===== src/logic/dvc_pkg.sv =====
// dvc_pkg: port map, field positions, codes and reset values
// of the drawing engine vector, colour and mask register front end.
// assumes a 16-bit host I/O space with even word addresses.
package dvc_pkg;

    // host I/O port addresses (word base, odd byte is base + 1)
    localparam logic [15:0] DVC_ADDR_CMD   = 16'h9AE8;
    localparam logic [15:0] DVC_ADDR_VEC   = 16'h9EE8;
    localparam logic [15:0] DVC_ADDR_BG    = 16'hA2E8;
    localparam logic [15:0] DVC_ADDR_FG    = 16'hA6E8;
    localparam logic [15:0] DVC_ADDR_WMASK = 16'hAAE8;
    localparam logic [15:0] DVC_ADDR_RMASK = 16'hAEE8;

    // draw command register fields
    localparam int DVC_CMD_CODE_LSB  = 13;
    localparam int DVC_CMD_ORDER_BIT = 12;
    localparam int DVC_CMD_WORD_BIT  = 9;
    localparam int DVC_CMD_PXEN_BIT  = 8;

    // command codes
    localparam logic [2:0] DVC_NO_OP_COMMAND     = 3'h0;
    localparam logic [2:0] DVC_CMD_LINE    = 3'h1;
    localparam logic [2:0] DVC_CMD_XRECT   = 3'h2;
    localparam logic [2:0] DVC_CMD_YRECT   = 3'h3;
    localparam logic [2:0] DVC_CMD_FASTY   = 3'h4;
    localparam logic [2:0] DVC_CMD_OUTLINE = 3'h5;
    localparam logic [2:0] DVC_CMD_COPY    = 3'h6;
    localparam logic [2:0] DVC_CMD_ILLEGAL = 3'h7;

    // short vector byte fields
    localparam int DVC_VEC_LEN_LSB  = 0;
    localparam int DVC_VEC_MARK_BIT = 4;
    localparam int DVC_VEC_DIR_LSB  = 5;

    // pixel depth codes
    localparam logic [1:0] DVC_DEPTH_4  = 2'h0;
    localparam logic [1:0] DVC_DEPTH_8  = 2'h1;
    localparam logic [1:0] DVC_DEPTH_16 = 2'h2;
    localparam logic [1:0] DVC_DEPTH_32 = 2'h3;

    // variable-depth register slots
    localparam int DVC_NUM_VDR = 4;
    localparam int DVC_VDR_BG  = 0;
    localparam int DVC_VDR_FG  = 1;
    localparam int DVC_VDR_WM  = 2;
    localparam int DVC_VDR_RM  = 3;

    // reset values
    localparam logic [31:0] DVC_VDR_RESET = 32'h0;
    localparam logic [2:0]  DVC_CMD_RESET = 3'h0;
    localparam logic [15:0] DVC_VEC_RESET = 16'h0;
    localparam logic [1:0]  DVC_LANE_A    = 2'h0;

endpackage


===== src/logic/dvc_depth_reg.sv =====
// dvc_depth_reg: one variable-depth colour or mask register with its own
// modulo-n byte lane counter. assumes wr_in and clr_in are one-cycle pulses.
`timescale 1ns/1ps
module dvc_depth_reg
    import dvc_pkg::*;
(
    input  wire logic        clk_in,    // engine clock
    input  wire logic        resetn_in, // async reset, active low
    input  wire logic        clr_in,    // counter clear pulse
    input  wire logic        wr_in,     // byte write pulse
    input  wire logic [7:0]  byte_in,   // byte written
    input  wire logic [1:0]  depth_in,  // pixel depth code
    output logic      [31:0] value_out, // lanes D..A
    output logic      [1:0]  lane_out   // next lane to load
);
    logic [31:0] value_ff;
    logic [31:0] nxt_value;
    logic [1:0]  lane_ff;
    logic [1:0]  nxt_lane;

    always_comb begin
        nxt_value = value_ff;
        nxt_lane  = lane_ff;
        if (wr_in) begin
            nxt_value[{lane_ff, 3'b000} +: 8] = byte_in;
            case (depth_in)
                DVC_DEPTH_16: nxt_lane = {1'b0, ~lane_ff[0]};
                DVC_DEPTH_32: nxt_lane = 2'(lane_ff + 2'h1);
                default:      nxt_lane = DVC_LANE_A;
            endcase
        end
        // a clear in the same cycle as a write still stores the byte
        if (clr_in) begin
            nxt_lane = DVC_LANE_A;
        end
    end

    always_ff @(posedge clk_in or negedge resetn_in) begin
        if (!resetn_in) begin
            value_ff <= DVC_VDR_RESET;
            lane_ff  <= DVC_LANE_A;
        end else begin
            value_ff <= nxt_value;
            lane_ff  <= nxt_lane;
        end
    end

    assign value_out = value_ff;
    assign lane_out  = lane_ff;

endmodule // dvc_depth_reg


===== src/logic/dvc_regs.sv =====
// dvc_regs: host register front end of the drawing engine: command upper
// fields, short vector pair, colour and plane mask registers.
// assumes host I/O strobes are one-cycle pulses synchronous to clk_in.
// Behaviour
// - byte order bit splits word accesses
// - decode command field into eight commands
// - vector draws length pixels, advances position
// - pixel-write bit gates marking only
// - direction code gives 45-degree steps
// - two vectors run in byte order
// - vector starts only on high byte write
// - zero length unmarked vector is no-op
// - source code 00 background, 01 foreground
// - 16bpp registers load via modulo-2 counter
// - 32bpp registers load via modulo-4 counter
// - counters clear on control, command, resets
// - each register has its own counter
// - three writes leave lane D unchanged
// - colour port read mid-command reads pixels
// - colour write routed to pixels when busy or data waiting and pixel-write enable set
// - write mask bit enables plane modification
// - read mask bit set hides plane
// - pixel port byte or ordered word
`timescale 1ns/1ps
module dvc_regs
    import dvc_pkg::*;
(
    input  wire logic        clk_in,                // 40 MHz engine clock
    input  wire logic        resetn_in,             // async reset, active low
    input  wire logic [15:0] io_addr_in,            // I/O word address
    input  wire logic        io_wr_in,              // write pulse
    input  wire logic        io_rd_in,              // read pulse
    input  wire logic [1:0]  io_be_in,              // byte lanes, [1] odd byte
    input  wire logic [15:0] io_wdata_in,           // write data
    output logic      [15:0] io_rdata_out,          // read data, next cycle
    input  wire logic [1:0]  depth_in,              // pixel depth code
    input  wire logic        engine_busy_flag_in,   // command running
    input  wire logic        pixel_data_ready_in,   // pixel data waiting
    input  wire logic        ext_ctl_one_wr_in,     // extended_control_one written
    input  wire logic        cmd_active_in,         // command became active
    input  wire logic        soft_reset_in,         // software reset pulse
    output logic             cmd_issue_out,         // command written pulse
    output logic      [2:0]  cmd_code_out,          // command code
    output logic      [7:0]  cmd_onehot_out,        // decoded command
    output logic             byte_order_select_out, // 1 low byte first
    output logic             word_transfer_mode_out,// 16-bit pixel port
    output logic             pixel_data_enable_out, // pixel port in use
    output logic             vec_valid_out,         // vector offered
    input  wire logic        vec_ready_in,          // vector taken
    output logic      [3:0]  vec_length_out,        // pixels and advance
    output logic             vec_pixel_write_out,   // mark pixels
    output logic      [2:0]  vec_direction_out,     // 45-degree code
    output logic      [1:0]  vec_step_x_out,        // signed x step
    output logic      [1:0]  vec_step_y_out,        // signed y step, down +
    output logic             pxt_wr_out,            // pixel port write pulse
    output logic             pxt_word_out,          // both bytes valid
    output logic      [15:0] pxt_wdata_out,         // first byte in [7:0]
    output logic             pxt_rd_out,            // pixel port read pulse
    input  wire logic [15:0] pxt_rdata_in,          // first byte in [7:0]
    input  wire logic        fore_mix_sel_in,       // foreground mix chosen
    input  wire logic [1:0]  fore_source_select_in, // foreground source
    input  wire logic [1:0]  back_source_select_in, // background source
    output logic      [31:0] src_colour_out,        // chosen colour
    output logic             src_is_colour_out,     // source is a colour reg
    output logic      [31:0] bg_colour_out,         // background colour
    output logic      [31:0] fg_colour_out,         // foreground colour
    output logic      [31:0] plane_write_en_out,    // 1 plane writable
    output logic      [31:0] plane_read_en_out      // 1 plane readable
);

    typedef enum logic [0:0] {
        VS_IDLE,
        VS_RUN
    } dvc_vs_t;

    localparam logic [15:0] VDR_ADDR [DVC_NUM_VDR] =
        '{DVC_ADDR_BG, DVC_ADDR_FG, DVC_ADDR_WMASK, DVC_ADDR_RMASK};

    function automatic logic is_colour_port(input logic [15:0] a);
        return (a == DVC_ADDR_BG) || (a == DVC_ADDR_FG);
    endfunction

    function automatic logic is_null_vec(input logic [7:0] v);
        return (v[DVC_VEC_LEN_LSB +: 4] == 4'h0) && !v[DVC_VEC_MARK_BIT];
    endfunction

    // with low_first set the host word already has its first byte low
    function automatic logic [15:0] order_bytes(input logic [15:0] w,
                                                input logic low_first);
        return low_first ? w : {w[7:0], w[15:8]};
    endfunction

    function automatic logic [31:0] depth_mask(input logic [1:0] d);
        case (d)
            DVC_DEPTH_16: return 32'h0000FFFF;
            DVC_DEPTH_32: return 32'hFFFFFFFF;
            default:      return 32'h000000FF;
        endcase
    endfunction

    // screen y grows downward, so counter-clockwise turns go up
    function automatic logic [3:0] dir_steps(input logic [2:0] d);
        case (d)
            3'h0:    return {2'h1, 2'h0};
            3'h1:    return {2'h1, 2'h3};
            3'h2:    return {2'h0, 2'h3};
            3'h3:    return {2'h3, 2'h3};
            3'h4:    return {2'h3, 2'h0};
            3'h5:    return {2'h3, 2'h1};
            3'h6:    return {2'h0, 2'h1};
            default: return {2'h1, 2'h1};
        endcase
    endfunction

    logic       cmd_hi_wr;
    logic       vec_hi_wr;
    logic       vec_lo_wr;
    logic       to_pxt;
    logic       cnt_clr;

    assign cmd_hi_wr = io_wr_in && io_be_in[1] && (io_addr_in == DVC_ADDR_CMD);
    assign vec_hi_wr = io_wr_in && io_be_in[1] && (io_addr_in == DVC_ADDR_VEC);
    assign vec_lo_wr = io_wr_in && io_be_in[0] && (io_addr_in == DVC_ADDR_VEC);
    assign cnt_clr   = ext_ctl_one_wr_in || cmd_active_in || soft_reset_in;

    // command register upper fields
    logic [2:0] cmd_code_ff;
    logic [2:0] nxt_cmd_code;
    logic       order_ff;
    logic       nxt_order;
    logic       word_ff;
    logic       nxt_word;
    logic       pxen_ff;
    logic       nxt_pxen;
    logic       issue_ff;
    logic       nxt_issue;

    always_comb begin
        nxt_cmd_code = cmd_code_ff;
        nxt_order    = order_ff;
        nxt_word     = word_ff;
        nxt_pxen     = pxen_ff;
        nxt_issue    = cmd_hi_wr;
        if (cmd_hi_wr) begin
            nxt_cmd_code = io_wdata_in[DVC_CMD_CODE_LSB +: 3];
            nxt_order    = io_wdata_in[DVC_CMD_ORDER_BIT];
            nxt_word     = io_wdata_in[DVC_CMD_WORD_BIT];
            nxt_pxen     = io_wdata_in[DVC_CMD_PXEN_BIT];
        end
    end

    always_ff @(posedge clk_in or negedge resetn_in) begin
        if (!resetn_in) begin
            cmd_code_ff <= DVC_CMD_RESET;
            order_ff    <= 1'b0;
            word_ff     <= 1'b0;
            pxen_ff     <= 1'b0;
            issue_ff    <= 1'b0;
        end else begin
            cmd_code_ff <= nxt_cmd_code;
            order_ff    <= nxt_order;
            word_ff     <= nxt_word;
            pxen_ff     <= nxt_pxen;
            issue_ff    <= nxt_issue;
        end
    end

    assign cmd_issue_out          = issue_ff;
    assign cmd_code_out           = cmd_code_ff;
    assign cmd_onehot_out         = 8'(8'h01 << cmd_code_ff);
    assign byte_order_select_out  = order_ff;
    assign word_transfer_mode_out = word_ff;
    assign pixel_data_enable_out  = pxen_ff;

    // short vector pair and sequencer
    dvc_vs_t     vs_ff;
    dvc_vs_t     nxt_vs;
    logic [15:0] vraw_ff;
    logic [15:0] nxt_vraw;
    logic [7:0]  cur_ff;
    logic [7:0]  nxt_cur;
    logic [7:0]  pend_ff;
    logic [7:0]  nxt_pend;
    logic        pv_ff;
    logic        nxt_pv;
    logic [7:0]  first_b;
    logic [7:0]  second_b;

    always_comb begin
        nxt_vraw = vraw_ff;
        nxt_vs   = vs_ff;
        nxt_cur  = cur_ff;
        nxt_pend = pend_ff;
        nxt_pv   = pv_ff;
        if (vec_lo_wr) begin
            nxt_vraw[7:0] = io_wdata_in[7:0];
        end
        if (vec_hi_wr) begin
            nxt_vraw[15:8] = io_wdata_in[15:8];
        end
        first_b  = order_ff ? nxt_vraw[7:0] : nxt_vraw[15:8];
        second_b = order_ff ? nxt_vraw[15:8] : nxt_vraw[7:0];
        case (vs_ff)
            VS_IDLE: begin
                // a low byte alone only stores; the high byte launches
                if (vec_hi_wr) begin
                    if (!is_null_vec(first_b)) begin
                        nxt_cur  = first_b;
                        nxt_pend = second_b;
                        nxt_pv   = !is_null_vec(second_b);
                        nxt_vs   = VS_RUN;
                    end else if (!is_null_vec(second_b)) begin
                        nxt_cur = second_b;
                        nxt_pv  = 1'b0;
                        nxt_vs  = VS_RUN;
                    end
                end
            end
            VS_RUN: begin
                // new pairs arriving mid-run are stored but not launched
                if (vec_ready_in) begin
                    if (pv_ff) begin
                        nxt_cur = pend_ff;
                        nxt_pv  = 1'b0;
                    end else begin
                        nxt_vs = VS_IDLE;
                    end
                end
            end
            default: nxt_vs = VS_IDLE;
        endcase
        if (soft_reset_in) begin
            nxt_vs = VS_IDLE;
            nxt_pv = 1'b0;
        end
    end

    always_ff @(posedge clk_in or negedge resetn_in) begin
        if (!resetn_in) begin
            vs_ff   <= VS_IDLE;
            vraw_ff <= DVC_VEC_RESET;
            cur_ff  <= DVC_VEC_RESET[7:0];
            pend_ff <= DVC_VEC_RESET[7:0];
            pv_ff   <= 1'b0;
        end else begin
            vs_ff   <= nxt_vs;
            vraw_ff <= nxt_vraw;
            cur_ff  <= nxt_cur;
            pend_ff <= nxt_pend;
            pv_ff   <= nxt_pv;
        end
    end

    // length is both pixel count and advance; mark bit gates writes only
    assign vec_valid_out       = (vs_ff == VS_RUN);
    assign vec_length_out      = cur_ff[DVC_VEC_LEN_LSB +: 4];
    assign vec_pixel_write_out = cur_ff[DVC_VEC_MARK_BIT];
    assign vec_direction_out   = cur_ff[DVC_VEC_DIR_LSB +: 3];
    assign {vec_step_x_out, vec_step_y_out} = dir_steps(cur_ff[DVC_VEC_DIR_LSB +: 3]);

    // colour and mask registers, one counter each
    logic [31:0] vdr_val  [DVC_NUM_VDR];
    logic [1:0]  vdr_lane [DVC_NUM_VDR];
    logic        vdr_wr   [DVC_NUM_VDR];

    assign to_pxt = (engine_busy_flag_in || pixel_data_ready_in) && pxen_ff;

    genvar gi;
    generate
        for (gi = 0; gi < DVC_NUM_VDR; gi++) begin : g_vdr
            // only the low byte lane carries register data
            assign vdr_wr[gi] = io_wr_in && io_be_in[0] && (io_addr_in == VDR_ADDR[gi]) &&
                                !(is_colour_port(io_addr_in) && to_pxt);
            dvc_depth_reg u_reg (
                .clk_in    (clk_in),
                .resetn_in (resetn_in),
                .clr_in    (cnt_clr),
                .wr_in     (vdr_wr[gi]),
                .byte_in   (io_wdata_in[7:0]),
                .depth_in  (depth_in),
                .value_out (vdr_val[gi]),
                .lane_out  (vdr_lane[gi])
            );
        end
    endgenerate

    assign bg_colour_out      = vdr_val[DVC_VDR_BG];
    assign fg_colour_out      = vdr_val[DVC_VDR_FG];
    assign plane_write_en_out = vdr_val[DVC_VDR_WM] & depth_mask(depth_in);
    assign plane_read_en_out  = ~vdr_val[DVC_VDR_RM] & depth_mask(depth_in);

    logic [1:0] src_sel;
    assign src_sel           = fore_mix_sel_in ? fore_source_select_in : back_source_select_in;
    assign src_is_colour_out = !src_sel[1];
    assign src_colour_out    = src_sel[0] ? vdr_val[DVC_VDR_FG] : vdr_val[DVC_VDR_BG];

    // host read data and pixel port
    logic [15:0] rdata_ff;
    logic [15:0] nxt_rdata;
    logic        pxwr_ff;
    logic        nxt_pxwr;
    logic        pxword_ff;
    logic        nxt_pxword;
    logic [15:0] pxdat_ff;
    logic [15:0] nxt_pxdat;

    assign pxt_rd_out = io_rd_in && is_colour_port(io_addr_in) && engine_busy_flag_in;

    always_comb begin
        nxt_rdata  = rdata_ff;
        nxt_pxwr   = 1'b0;
        nxt_pxword = pxword_ff;
        nxt_pxdat  = pxdat_ff;
        if (io_rd_in) begin
            case (io_addr_in)
                DVC_ADDR_VEC:   nxt_rdata = vraw_ff;
                DVC_ADDR_WMASK: nxt_rdata = {8'h00, vdr_val[DVC_VDR_WM][7:0]};
                DVC_ADDR_RMASK: nxt_rdata = {8'h00, vdr_val[DVC_VDR_RM][7:0]};
                default:        nxt_rdata = 16'h0000;
            endcase
            if (pxt_rd_out) begin
                nxt_rdata = word_ff ? order_bytes(pxt_rdata_in, order_ff) :
                                      {pxt_rdata_in[7:0], pxt_rdata_in[7:0]};
            end
        end
        if (io_wr_in && is_colour_port(io_addr_in) && to_pxt) begin
            nxt_pxwr   = 1'b1;
            nxt_pxword = word_ff && (io_be_in == 2'b11);
            if (nxt_pxword) begin
                nxt_pxdat = order_bytes(io_wdata_in, order_ff);
            end else begin
                nxt_pxdat = {8'h00, io_be_in[0] ? io_wdata_in[7:0] : io_wdata_in[15:8]};
            end
        end
    end

    always_ff @(posedge clk_in or negedge resetn_in) begin
        if (!resetn_in) begin
            rdata_ff  <= 16'h0000;
            pxwr_ff   <= 1'b0;
            pxword_ff <= 1'b0;
            pxdat_ff  <= 16'h0000;
        end else begin
            rdata_ff  <= nxt_rdata;
            pxwr_ff   <= nxt_pxwr;
            pxword_ff <= nxt_pxword;
            pxdat_ff  <= nxt_pxdat;
        end
    end

    assign io_rdata_out  = rdata_ff;
    assign pxt_wr_out    = pxwr_ff;
    assign pxt_word_out  = pxword_ff;
    assign pxt_wdata_out = pxdat_ff;
endmodule // dvc_regs


===== config.mk =====
export PLATFORM = sky130hd
export DESIGN_NAME = dvc_regs
export DESIGN_NICKNAME = d
export VERILOG_FILES = /design/src/logic/dvc_pkg.sv /design/src/logic/dvc_depth_reg.sv /design/src/logic/dvc_regs.sv
export SDC_FILE = /design/constraint.sdc
export NUM_CORES = 1
export LEC_CHECK = 0
export CORE_ASPECT_RATIO = 1.75
export CORE_MARGIN = 2
export CORE_UTILIZATION = 45
export CTS_CLUSTER_SIZE = 30
export DETAILED_ROUTE_END_ITERATION = 6
export DONT_BUFFER_PORTS = 1
export GPL_TIMING_DRIVEN = 0
export SYNTH_ARGS = -nofsm -noshare
export SYNTH_HDL_FRONTEND = slang
export SYNTH_HIERARCHICAL = 1
export SYNTH_SLANG_ARGS = --single-unit
export TNS_END_PERCENT = 10

===== constraint.sdc =====
create_clock -name clk_in -period 2.2 [get_ports clk_in]
set_input_delay 0.44 -clock clk_in [delete_from_list [all_inputs] [get_ports clk_in]]
set_output_delay 0.44 -clock clk_in [all_outputs]
set_load 0.02 [all_outputs]

# --- Yosys cells after proc, flatten, opt, wreduce, memory -nomap -nowiden ---
# Index checks and enable logic that the tools add are counted.
word_totals:
  elab_cells: 162
  reg_bits: 211
  in_bits: 67
  out_inout_bits: 224
classes:
  n_shift: 9
  n_reduce_logical: 41
  addsub: 8
  n_eq_ne: 22
  n_mux: 51
  n_bitwise: 9
op_table:
  columns: ["cell", "count"]
  rows:
  - ["32-bit bitwise mux", 4]
  - ["8-bit by 7-bit variable shift with 32-bit output (first input constant)", 4]
  - ["8-bit by 7-bit variable part select with 32-bit output", 4]
  - ["16-bit == test (second input constant)", 6]
  - ["16-bit two-way mux", 5]
  - ["8-bit two-way mux", 10]
  - ["32-bit bitwise AND", 2]
  - ["32-bit case mux with 2 select lines", 1]
  - ["16-bit case mux with 3 select lines", 1]
  - ["32-bit two-way mux", 1]
  - ["32-bit NOT", 1]
  - ["5-bit negation with 7-bit output", 4]
  - ["4-bit case mux with 7 select lines", 1]
  - ["1-bit logical AND", 22]
  - ["2-bit two-way mux", 9]
  - ["2-bit case mux with 2 select lines", 4]
  - ["8-bit case mux with 2 select lines", 1]
  - ["1-bit two-way mux", 12]
  - ["3-bit == test (second input constant)", 3]
  - ["3-bit != test (second input constant)", 3]
  - ["2-bit by 1-bit adder with 2-bit output (second input constant)", 4]
  - ["4-bit zero test", 2]
  - ["2-bit nonzero test", 4]
  - ["1-bit by 3-bit left shift with 8-bit output (first input constant)", 1]
  - ["other kinds (13)", 31]

# --- Depth between registers and ports, before layout ---
# Gate-level depths: netlist of the first run.
depth:
  ltp_word: 11
  mapped_depth: 10
  ltp_nobuf: 8

# --- By module ---
# Netlist of the first run, hierarchy kept.
modules_own_cells:
  columns: ["module", "cells_each", "seq_area_each_um2", "area_per_inst_um2", "n_inst"]
  rows:
  - ["dvc_regs", 549, 1876.8, 5032.3, 1]
  - ["dvc_depth_reg at g_vdr[0].u_reg ...", 109, 850.8, 1447.6, 3]
  - ["dvc_depth_reg at g_vdr[3].u_reg", 132, 850.8, 1599.0, 1]

# --- Worst setup path before layout of the first run ---
# OpenSTA, ideal clock, no wires.
synth_path:
  path_kind: "in2reg"
  start: "in io_addr_in[4]"
  end: "reg cur_ff[0]"
  setup_ps: 125
  required_ps: 2075
  n_path_buf: 1
  cell_stages: 9
  slack_ps: -588
  arrival_time_ps: 2663
  cell_sequence: "nand4b_1 > or3_1 > o31ai_1 > nand3_2 > a211oi_2 > a31o_1 > o21a_1 > buf_6 > mux2_4"
synth_between:
  elab_chain_cells: 9
  elab_cells_between_ends: 20
synth_lines:
  columns: ["item", "line", "text"]
  rows:
  - ["start: declaration", "dvc_regs.sv:30", "input wire logic [15:0] io_addr_in,"]
  - ["16-bit == test (*)", "dvc_regs.sv:122, dvc_regs.sv:123", null]
  - ["1-bit logical AND (on tied branches)", "dvc_regs.sv:122, dvc_regs.sv:123", null]
  - ["8-bit two-way mux (on tied branches)", "dvc_regs.sv:198, dvc_regs.sv:195", null]
  - ["8-bit two-way mux", "dvc_regs.sv:201", "first_b = order_ff ? nxt_vraw[7:0] : nxt_vraw[15:8];"]
  - ["4-bit zero test / 1-bit zero test (equally long branches)", "dvc_regs.sv:84", "return (v[DVC_VEC_LEN_LSB +: 4] == 4'h0) && !v[DVC_VEC_MARK_BIT];"]
  - ["1-bit logical AND", "dvc_regs.sv:84", null]
  - ["8-bit two-way mux", "dvc_regs.sv:207", "if (!is_null_vec(first_b)) begin"]
  - ["8-bit two-way mux", "dvc_regs.sv:206", "if (vec_hi_wr) begin"]
  - ["8-bit case mux with 2 select lines", "dvc_regs.sv:203", "case (vs_ff)"]
  - ["end signal: assignment", "dvc_regs.sv:242", "cur_ff <= DVC_VEC_RESET[7:0];"]
  - ["end signal: assignment", "dvc_regs.sv:248", "cur_ff <= nxt_cur;"]
  - ["end: declaration", "dvc_regs.sv:180", "logic [7:0] cur_ff;"]
# Mark *: on every way between the ends. The rest lies on a longest branch, timed or not. The select of a mux whose other input is x is not followed.
# A chain may end at the register's enable or synchronous reset.

# --- Final worst setup path of the first run ---
layout_path:
  start: "reg vraw_ff[1]"
  end: "reg cur_ff[4]"
layout_between:
  elab_chain_cells: 7
  elab_cells_between_ends: 12
layout_lines:
  columns: ["item", "line", "text"]
  rows:
  - ["start: declaration", "dvc_regs.sv:178", "logic [15:0] vraw_ff;"]
  - ["start signal: assignment", "dvc_regs.sv:247", "vraw_ff <= nxt_vraw;"]
  - ["8-bit two-way mux (*)", "dvc_regs.sv:195", "if (vec_lo_wr) begin"]
  - ["8-bit two-way mux", "dvc_regs.sv:201", null]
  - ["4-bit zero test", "dvc_regs.sv:84", null]
  - ["1-bit logical AND", "dvc_regs.sv:84", null]
  - ["8-bit two-way mux", "dvc_regs.sv:207", null]
  - ["8-bit two-way mux", "dvc_regs.sv:206", null]
  - ["8-bit case mux with 2 select lines", "dvc_regs.sv:203", null]
# Marked as above.

==> flow_summary.ini, run 1 <==
[outcome]
status = finished, violations left
failed_checks = hold timing, setup timing

[floorplan]
ios = 291
fp-row-count = 75
die_h_um = 210.6
coreArea_um2 = 23930
die_area_um2 = 25700
die_x_um = 122.1
initial_core_util = 0.4586

[placement]
io_buffers = 0
post-place-ws_ns = -1.075
dpl_cell_area_um2 = 11380
dp_hpwl_um = 24620
dpl.cell_count = 1316
gp_routability_congestion = 0.9786

[critical_path]
critical_path.max_fanout = 8
regToRegSetupSlack_ns = -0.17
arrival_ns = 2.76
startpoint_type = flip-flop
path_class = reg -> reg
crit_end = cur_ff[4]
cp-end-kind = flip-flop
critPathLaunch = vraw_ff[1]
reg2reg_depth = 9
critical_path_required_ns = 2.59
r2r_start = vraw_ff[1]
reg2reg_to = cur_ff[4]

[yosys]
synth_fp_nets = 1095
synthCells = 1008
synth_cell_types = 64
synth_top_family_by_area = simple AND/OR/NAND/NOR gates
yosysTopAreaCellShare = 0.4811
synth-xor-area-share = 0
yosysWarnings = 6
dominantRegCellSynth = dfrtp_1
synthArstFlopShare = 1.000
synth_simple_gate_area_share = 0.1743
synth_top_area_cell = dfrtp_1
syn_area_um2 = 10970
synthAdderAreaFrac = 0.02280
synth_edf_count = 0
synthMostInstantiatedCell = dfrtp_1
synth_common_cells = dfrtp_1 (211), nand2_1 (97), a32o_1 (72), mux2_2 (66), o2bb2ai_1 (56)
synth-compound-area-share = 0.1671
seq_area_frac_synth = 0.4811
yosys-mux-area-fraction = 0.1069
synth-seq-cells = 211
synthTopCellsByArea = dfrtp_1 (48%), mux2_2 (6.8%), a32o_1 (6.6%), o2bb2ai_1 (4.5%), nand2_1 (3.3%)
synth.avg_cell_area_um2 = 10.89

[drt]
drt-wirelength-per-cell_um = 25.52
drt_iter0_drc = 482
drcViolationCount = 0
via_count = 8664
ant_nets = 0
dr.pass1.iters = 6
vias_per_cell = 6.283
drt_wl_total_um = 35190

[timing]
fin_ws_ns = -0.1690
setup_tns_ns = -1.386
layout_min_cycle_time_ns = 2.369
fmax_mhz = 422.1
whs_ns = -0.3889
hold_violations = 211
setup_viol = 10
timing.final.crit_share = 1.077
grt_setup_unrepaired = true
timing.slew.headroom = 0.3435
drv_slew = 0
finClkSkew_ns = 0.01988
worstMarginPinSlew_ns = 0.9773

[layout]
final_util = 0.5274
syn2layout_area_growth_pct = 14.99
layout.cells.non_filler = 1379
drive_gt1_frac = 0.2226
layout.nets = 1142
finish.instance_area_um2 = 12620

[worst_hold_path]
hold_class = in -> async

[clocking]
path_clk_slew_ns = 0.07
cts_tree = yes
hold_buffers = 1
cts.sinks = 211
cts_made_buffers = 21
cts-htree-levels = 1
cts-root-buf = clkbuf_16
cts_max_path_buffers = 3
worstSkewPairLatency_ns = 0.52

[grt]
antenna_found_initial = 2
grt_pass1_wl_um = 52360
overflow = 0
grt_usage = 0.2665
grt_pass1_vias = 8734
grt_max_degree = 212

[pwr]
p_leak_nw = 5.669
p_total_mw = 7.653
p_per_area_nw_per_um2 = 606.4
ir_drop_v = 0.0005827

[flow_run]
maxCapViolations = 0
## kinds of logic after synthesis
family / count (synthesis)
adder cells (fa/ha/maj): 20
AO/OA/AOI/OAI: 227
flip-flops: 211
buffers and inverters: 105
AND/OR/NAND/NOR: 340
multiplexers: 105
## sequential cells by signal, summed over array words and instances, names as in the netlist, 3 cells and up
name	count
pend_ff	8
cmd_code_out	3
g_vdr.u_reg/lane_out	8
io_rdata_out	16
vraw_ff	16
pxt_wdata_out	16
g_vdr.u_reg/value_out	128
cur_ff	8
## per-layer routing
| layer | vias to the layer above | share of wire | GRT usage |
|---|---|---|---|
| li1 | 3879 | - | - |
| met5 | - | 0 | 0 |
| met2 | 329 | 0.53 | 0.4708 |
| met3 | 90 | 0.068 | 0.05519 |
| met4 | 0 | 0.051 | 0.1431 |
| met1 | 4366 | 0.35 | 0.2952 |
## critical path: stages, from the launching register on
cell	delay, ns
dfrtp_1	0.38
or4_4	0.57
nor2_4	0.13
o21ai_2	0.08
o311a_4	0.16
nor2_4	0.11
a31o_1	0.20
o21a_1	0.14
buf_6	0.16
mux2_4	0.31
## where the power goes
group | internal, mW | switching, mW
Combinational | 0.0747 | 0.117
Clock | 2.01 | 1.55
Sequential | 3.89 | 0.0138
## final cells by class
class                   count  area, um^2
plain buffers              75       479.2
clock inverters             8       93.84
flip-flops and latches    211        5283
diodes                      2       5.005
multi-input cells         692        5515
repair buffers             25       190.2
well taps                 308       385.4
fillers                  2141       11310
clock buffers              29       555.5
inverters                  29       112.6
## cells in the final DEF, fill, tap and decap left out, types with 10 or more instances in the layout
master / n
a21oi_1: 24
a32o_1: 72
and2_1: 13
and3_1: 19
buf_2: 15
buf_4: 25
buf_6: 17
clkbuf_1: 36
clkbuf_16: 21
dfrtp_1: 209
ha_1: 19
inv_1: 27
mux2_2: 66
mux2i_1: 31
nand2_1: 97
nand2b_1: 10
nand3_1: 44
nand4_1: 13
nand4b_1: 18
nor2_1: 35
nor2b_1: 15
nor4_2: 10
o21ai_0: 32
o2bb2ai_1: 56
## how the worst min path moves through the flow
stage                                 end       from  slack (ns)
floorplan           byte_order_select_out  resetn_in        0.14
CTS                      io_rdata_out[13]  resetn_in       -0.40
global placement         io_rdata_out[13]  resetn_in        0.15
global route             io_rdata_out[13]  resetn_in       -0.40
finish                   io_rdata_out[13]  resetn_in       -0.39
detailed placement       io_rdata_out[13]  resetn_in        0.15
## what timing repair did
action / in CTS / in global routing
cloned: 0 / 0
gates resized for setup: 56 / 42
endpoints found under the hold margin: 213 / 211
buffers inserted: 15 / 9
setup endpoints to repair: 161 / 111
pin swaps: 10 / 14
Power figures use the tool's default switching activity.
==> run 2, diff against run 1 <==
--- a/config.mk
+++ b/config.mk
@@ -5,13 +5,16 @@
 export SDC_FILE = /design/constraint.sdc
 export NUM_CORES = 1
 export LEC_CHECK = 0
+export BUFFER_PORTS_ARGS = -buffer_cell sky130_fd_sc_hd__clkbuf_2
 export CORE_ASPECT_RATIO = 1.75
 export CORE_MARGIN = 2
 export CORE_UTILIZATION = 45
 export CTS_CLUSTER_SIZE = 30
 export DETAILED_ROUTE_END_ITERATION = 6
-export DONT_BUFFER_PORTS = 1
 export GPL_TIMING_DRIVEN = 0
+export HOLD_SLACK_MARGIN = 0.05
+export PLACE_DENSITY = 0.73
+export SLEW_MARGIN = 20
 export SYNTH_ARGS = -nofsm -noshare
 export SYNTH_HDL_FRONTEND = slang
 export SYNTH_HIERARCHICAL = 1
==> run 2 against run 1 <==
  * The flow finishes with violations (setup timing)
  * Non-clock buffer count rose by 315
  * Global-route usage increased by 0.83 points
  * Count of clock-buffer cells in the layout is 1 higher
  * Combinational power rose to 2.7 times the previous value
  * Clock skew is 0.0082 ns lower
  * Largest cell class unchanged
==> flow_summary.ini, run 2 (synthesis results as in run 1) <==
[layout]
layout.nets = 1457
layout_commonest_cell = clkbuf_2
layout.area.seq_um2 = 5283
layout_common_cells = clkbuf_2 (281), dfrtp_1 (209), nand2_1 (94)
fill_cells = 2018
syn2layout_area_growth_pct = 31.81
multiInputGateArea_um2 = 5554
layout.cells.non_filler = 1694
drive_gt1_frac = 0.3970
largest_reg_flops = 128

[grt]
grt_max_degree = 90
overflow = 0
grt_usage = 0.2747
antenna_found_initial = 3
grt_pass1_wl_um = 54940
grt_pass1_vias = 9916

[critical_path]
critical_path.max_fanout = 8
reg2reg_to = cur_ff[6]
r2r_start = vraw_ff[3]
path_class = reg -> reg
critPathLaunch = vraw_ff[3]
critical_path_required_ns = 2.58
startpoint_type = flip-flop
cp-end-kind = flip-flop
crit_end = cur_ff[6]
arrival_ns = 2.86
reg2reg_depth = 9
regToRegSetupSlack_ns = -0.28

[drt]
vias_per_cell = 5.959
dr.pass1.iters = 5
via_count = 10090
drcViolationCount = 0
ant_nets = 0
drt_iter0_drc = 663
drt_wl_total_um = 36730
drt-wirelength-per-cell_um = 21.68

[placement]
gp_routability_congestion = 0.9326
io_buffers = 290
dp_hpwl_um = 26060
dpl.cell_count = 1608

[floorplan]
initial_core_util = 0.4586
die_area_um2 = 25700
die_x_um = 122.1
coreArea_um2 = 23930
fp-row-count = 75
ios = 291
die_h_um = 210.6

[timing]
worstMarginPinSlew_ns = 0.9979
setup_viol = 28
timing.slew.headroom = 0.3296
whs_ns = 0.2389
hold_violations = 0
timing.final.crit_share = 1.127
fmax_mhz = 403.4
drv_slew = 0
finClkSkew_ns = 0.01170
grt_setup_unrepaired = true
layout_min_cycle_time_ns = 2.479
setup_tns_ns = -3.946
fin_ws_ns = -0.2788

[clocking]
cts.sinks = 211
cts_made_buffers = 21
worstSkewPairLatency_ns = 0.49
cts_max_path_buffers = 3
cts_tree = yes
path_clk_slew_ns = 0.06
cts-htree-levels = 1
cts-root-buf = clkbuf_16

[pwr]
p_leak_nw = 7.144
p_per_area_nw_per_um2 = 550.7
ir_drop_v = 0.0005094

[outcome]
failed_checks = setup timing
status = finished, violations left

[worst_hold_path]
min_path_cells = 2
hold_class = in -> reg

[flow_run]
maxCapViolations = 0
run 2: power by group:
| group | switching, mW | internal [mW] |
|---|---|---|
| logic | 0.358 | 0.163 |
| clock network | 1.51 | 2.05 |
| registers | 0.00356 | 3.89 |
| total | 1.87 | 6.10 |
run 2: final cells by class:
cell class	instances	area share
diodes	3	0.0005190
plain buffers	75	0.03373
clock buffers	30	0.04212
clock inverters	6	0.004411
inverters	29	0.007525
multi-input cells	692	0.3840
flip-flops and latches	211	0.3652
well taps	308	0.02664
repair buffers	340	0.1359
run 2: metal layers:
layer,vias up,GRT usage,wire [um]
li1,4534,-,-
met1,5024,0.3073,13090
met2,410,0.4961,19560
met3,124,0.03734,1910
met4,2,0.1482,2158
met5,-,0,10
run 2: how the worst min path moves through the flow:
stage,end,from
global route,vec_valid_out,soft_reset_in
CTS,vec_valid_out,soft_reset_in
global placement,pxt_wdata_out[10],pxt_wdata_out[10]
finish,vec_valid_out,soft_reset_in
detailed placement,g_vdr[3].u_reg/value_out[10],resetn_in
floorplan,byte_order_select_out,resetn_in
run 2: stage by stage:
step / setup WS (ns) / utilization / total power [mW] / cell area [um^2]
floorplan: -0.5083 / - / 4.119 / 10990
CTS: -0.2710 / 0.5856 / 8.015 / 14010
finish: -0.2788 / 0.6045 / 7.967 / 14470
detailed placement: -1.150 / 0.5391 / 4.439 / 12900
global placement: -3.457 / 0.5362 / 4.419 / 12830
global route: -0.3503 / 0.6045 / 8.195 / 14470
run 2: worst max-delay path: stages (launching register included):
cell     delay (ns)
dfrtp_1        0.44
or4_1          0.57
nor2_1         0.16
o21ai_2        0.11
o311a_4        0.16
nor2_2         0.13
a31o_1         0.19
o21a_1         0.14
buf_6          0.16
mux2_4         0.31
run 2: what timing repair did:
action | 4_1_cts | 5_1_grt
endpoints found under the hold margin | 45 | 0
buffers inserted | 15 | 30
setup endpoints to repair | 146 | 141
gates resized for setup | 64 | 65
hold buffers | 1 | 0
gates cloned | 0 | 2
pin swaps | 18 | 27
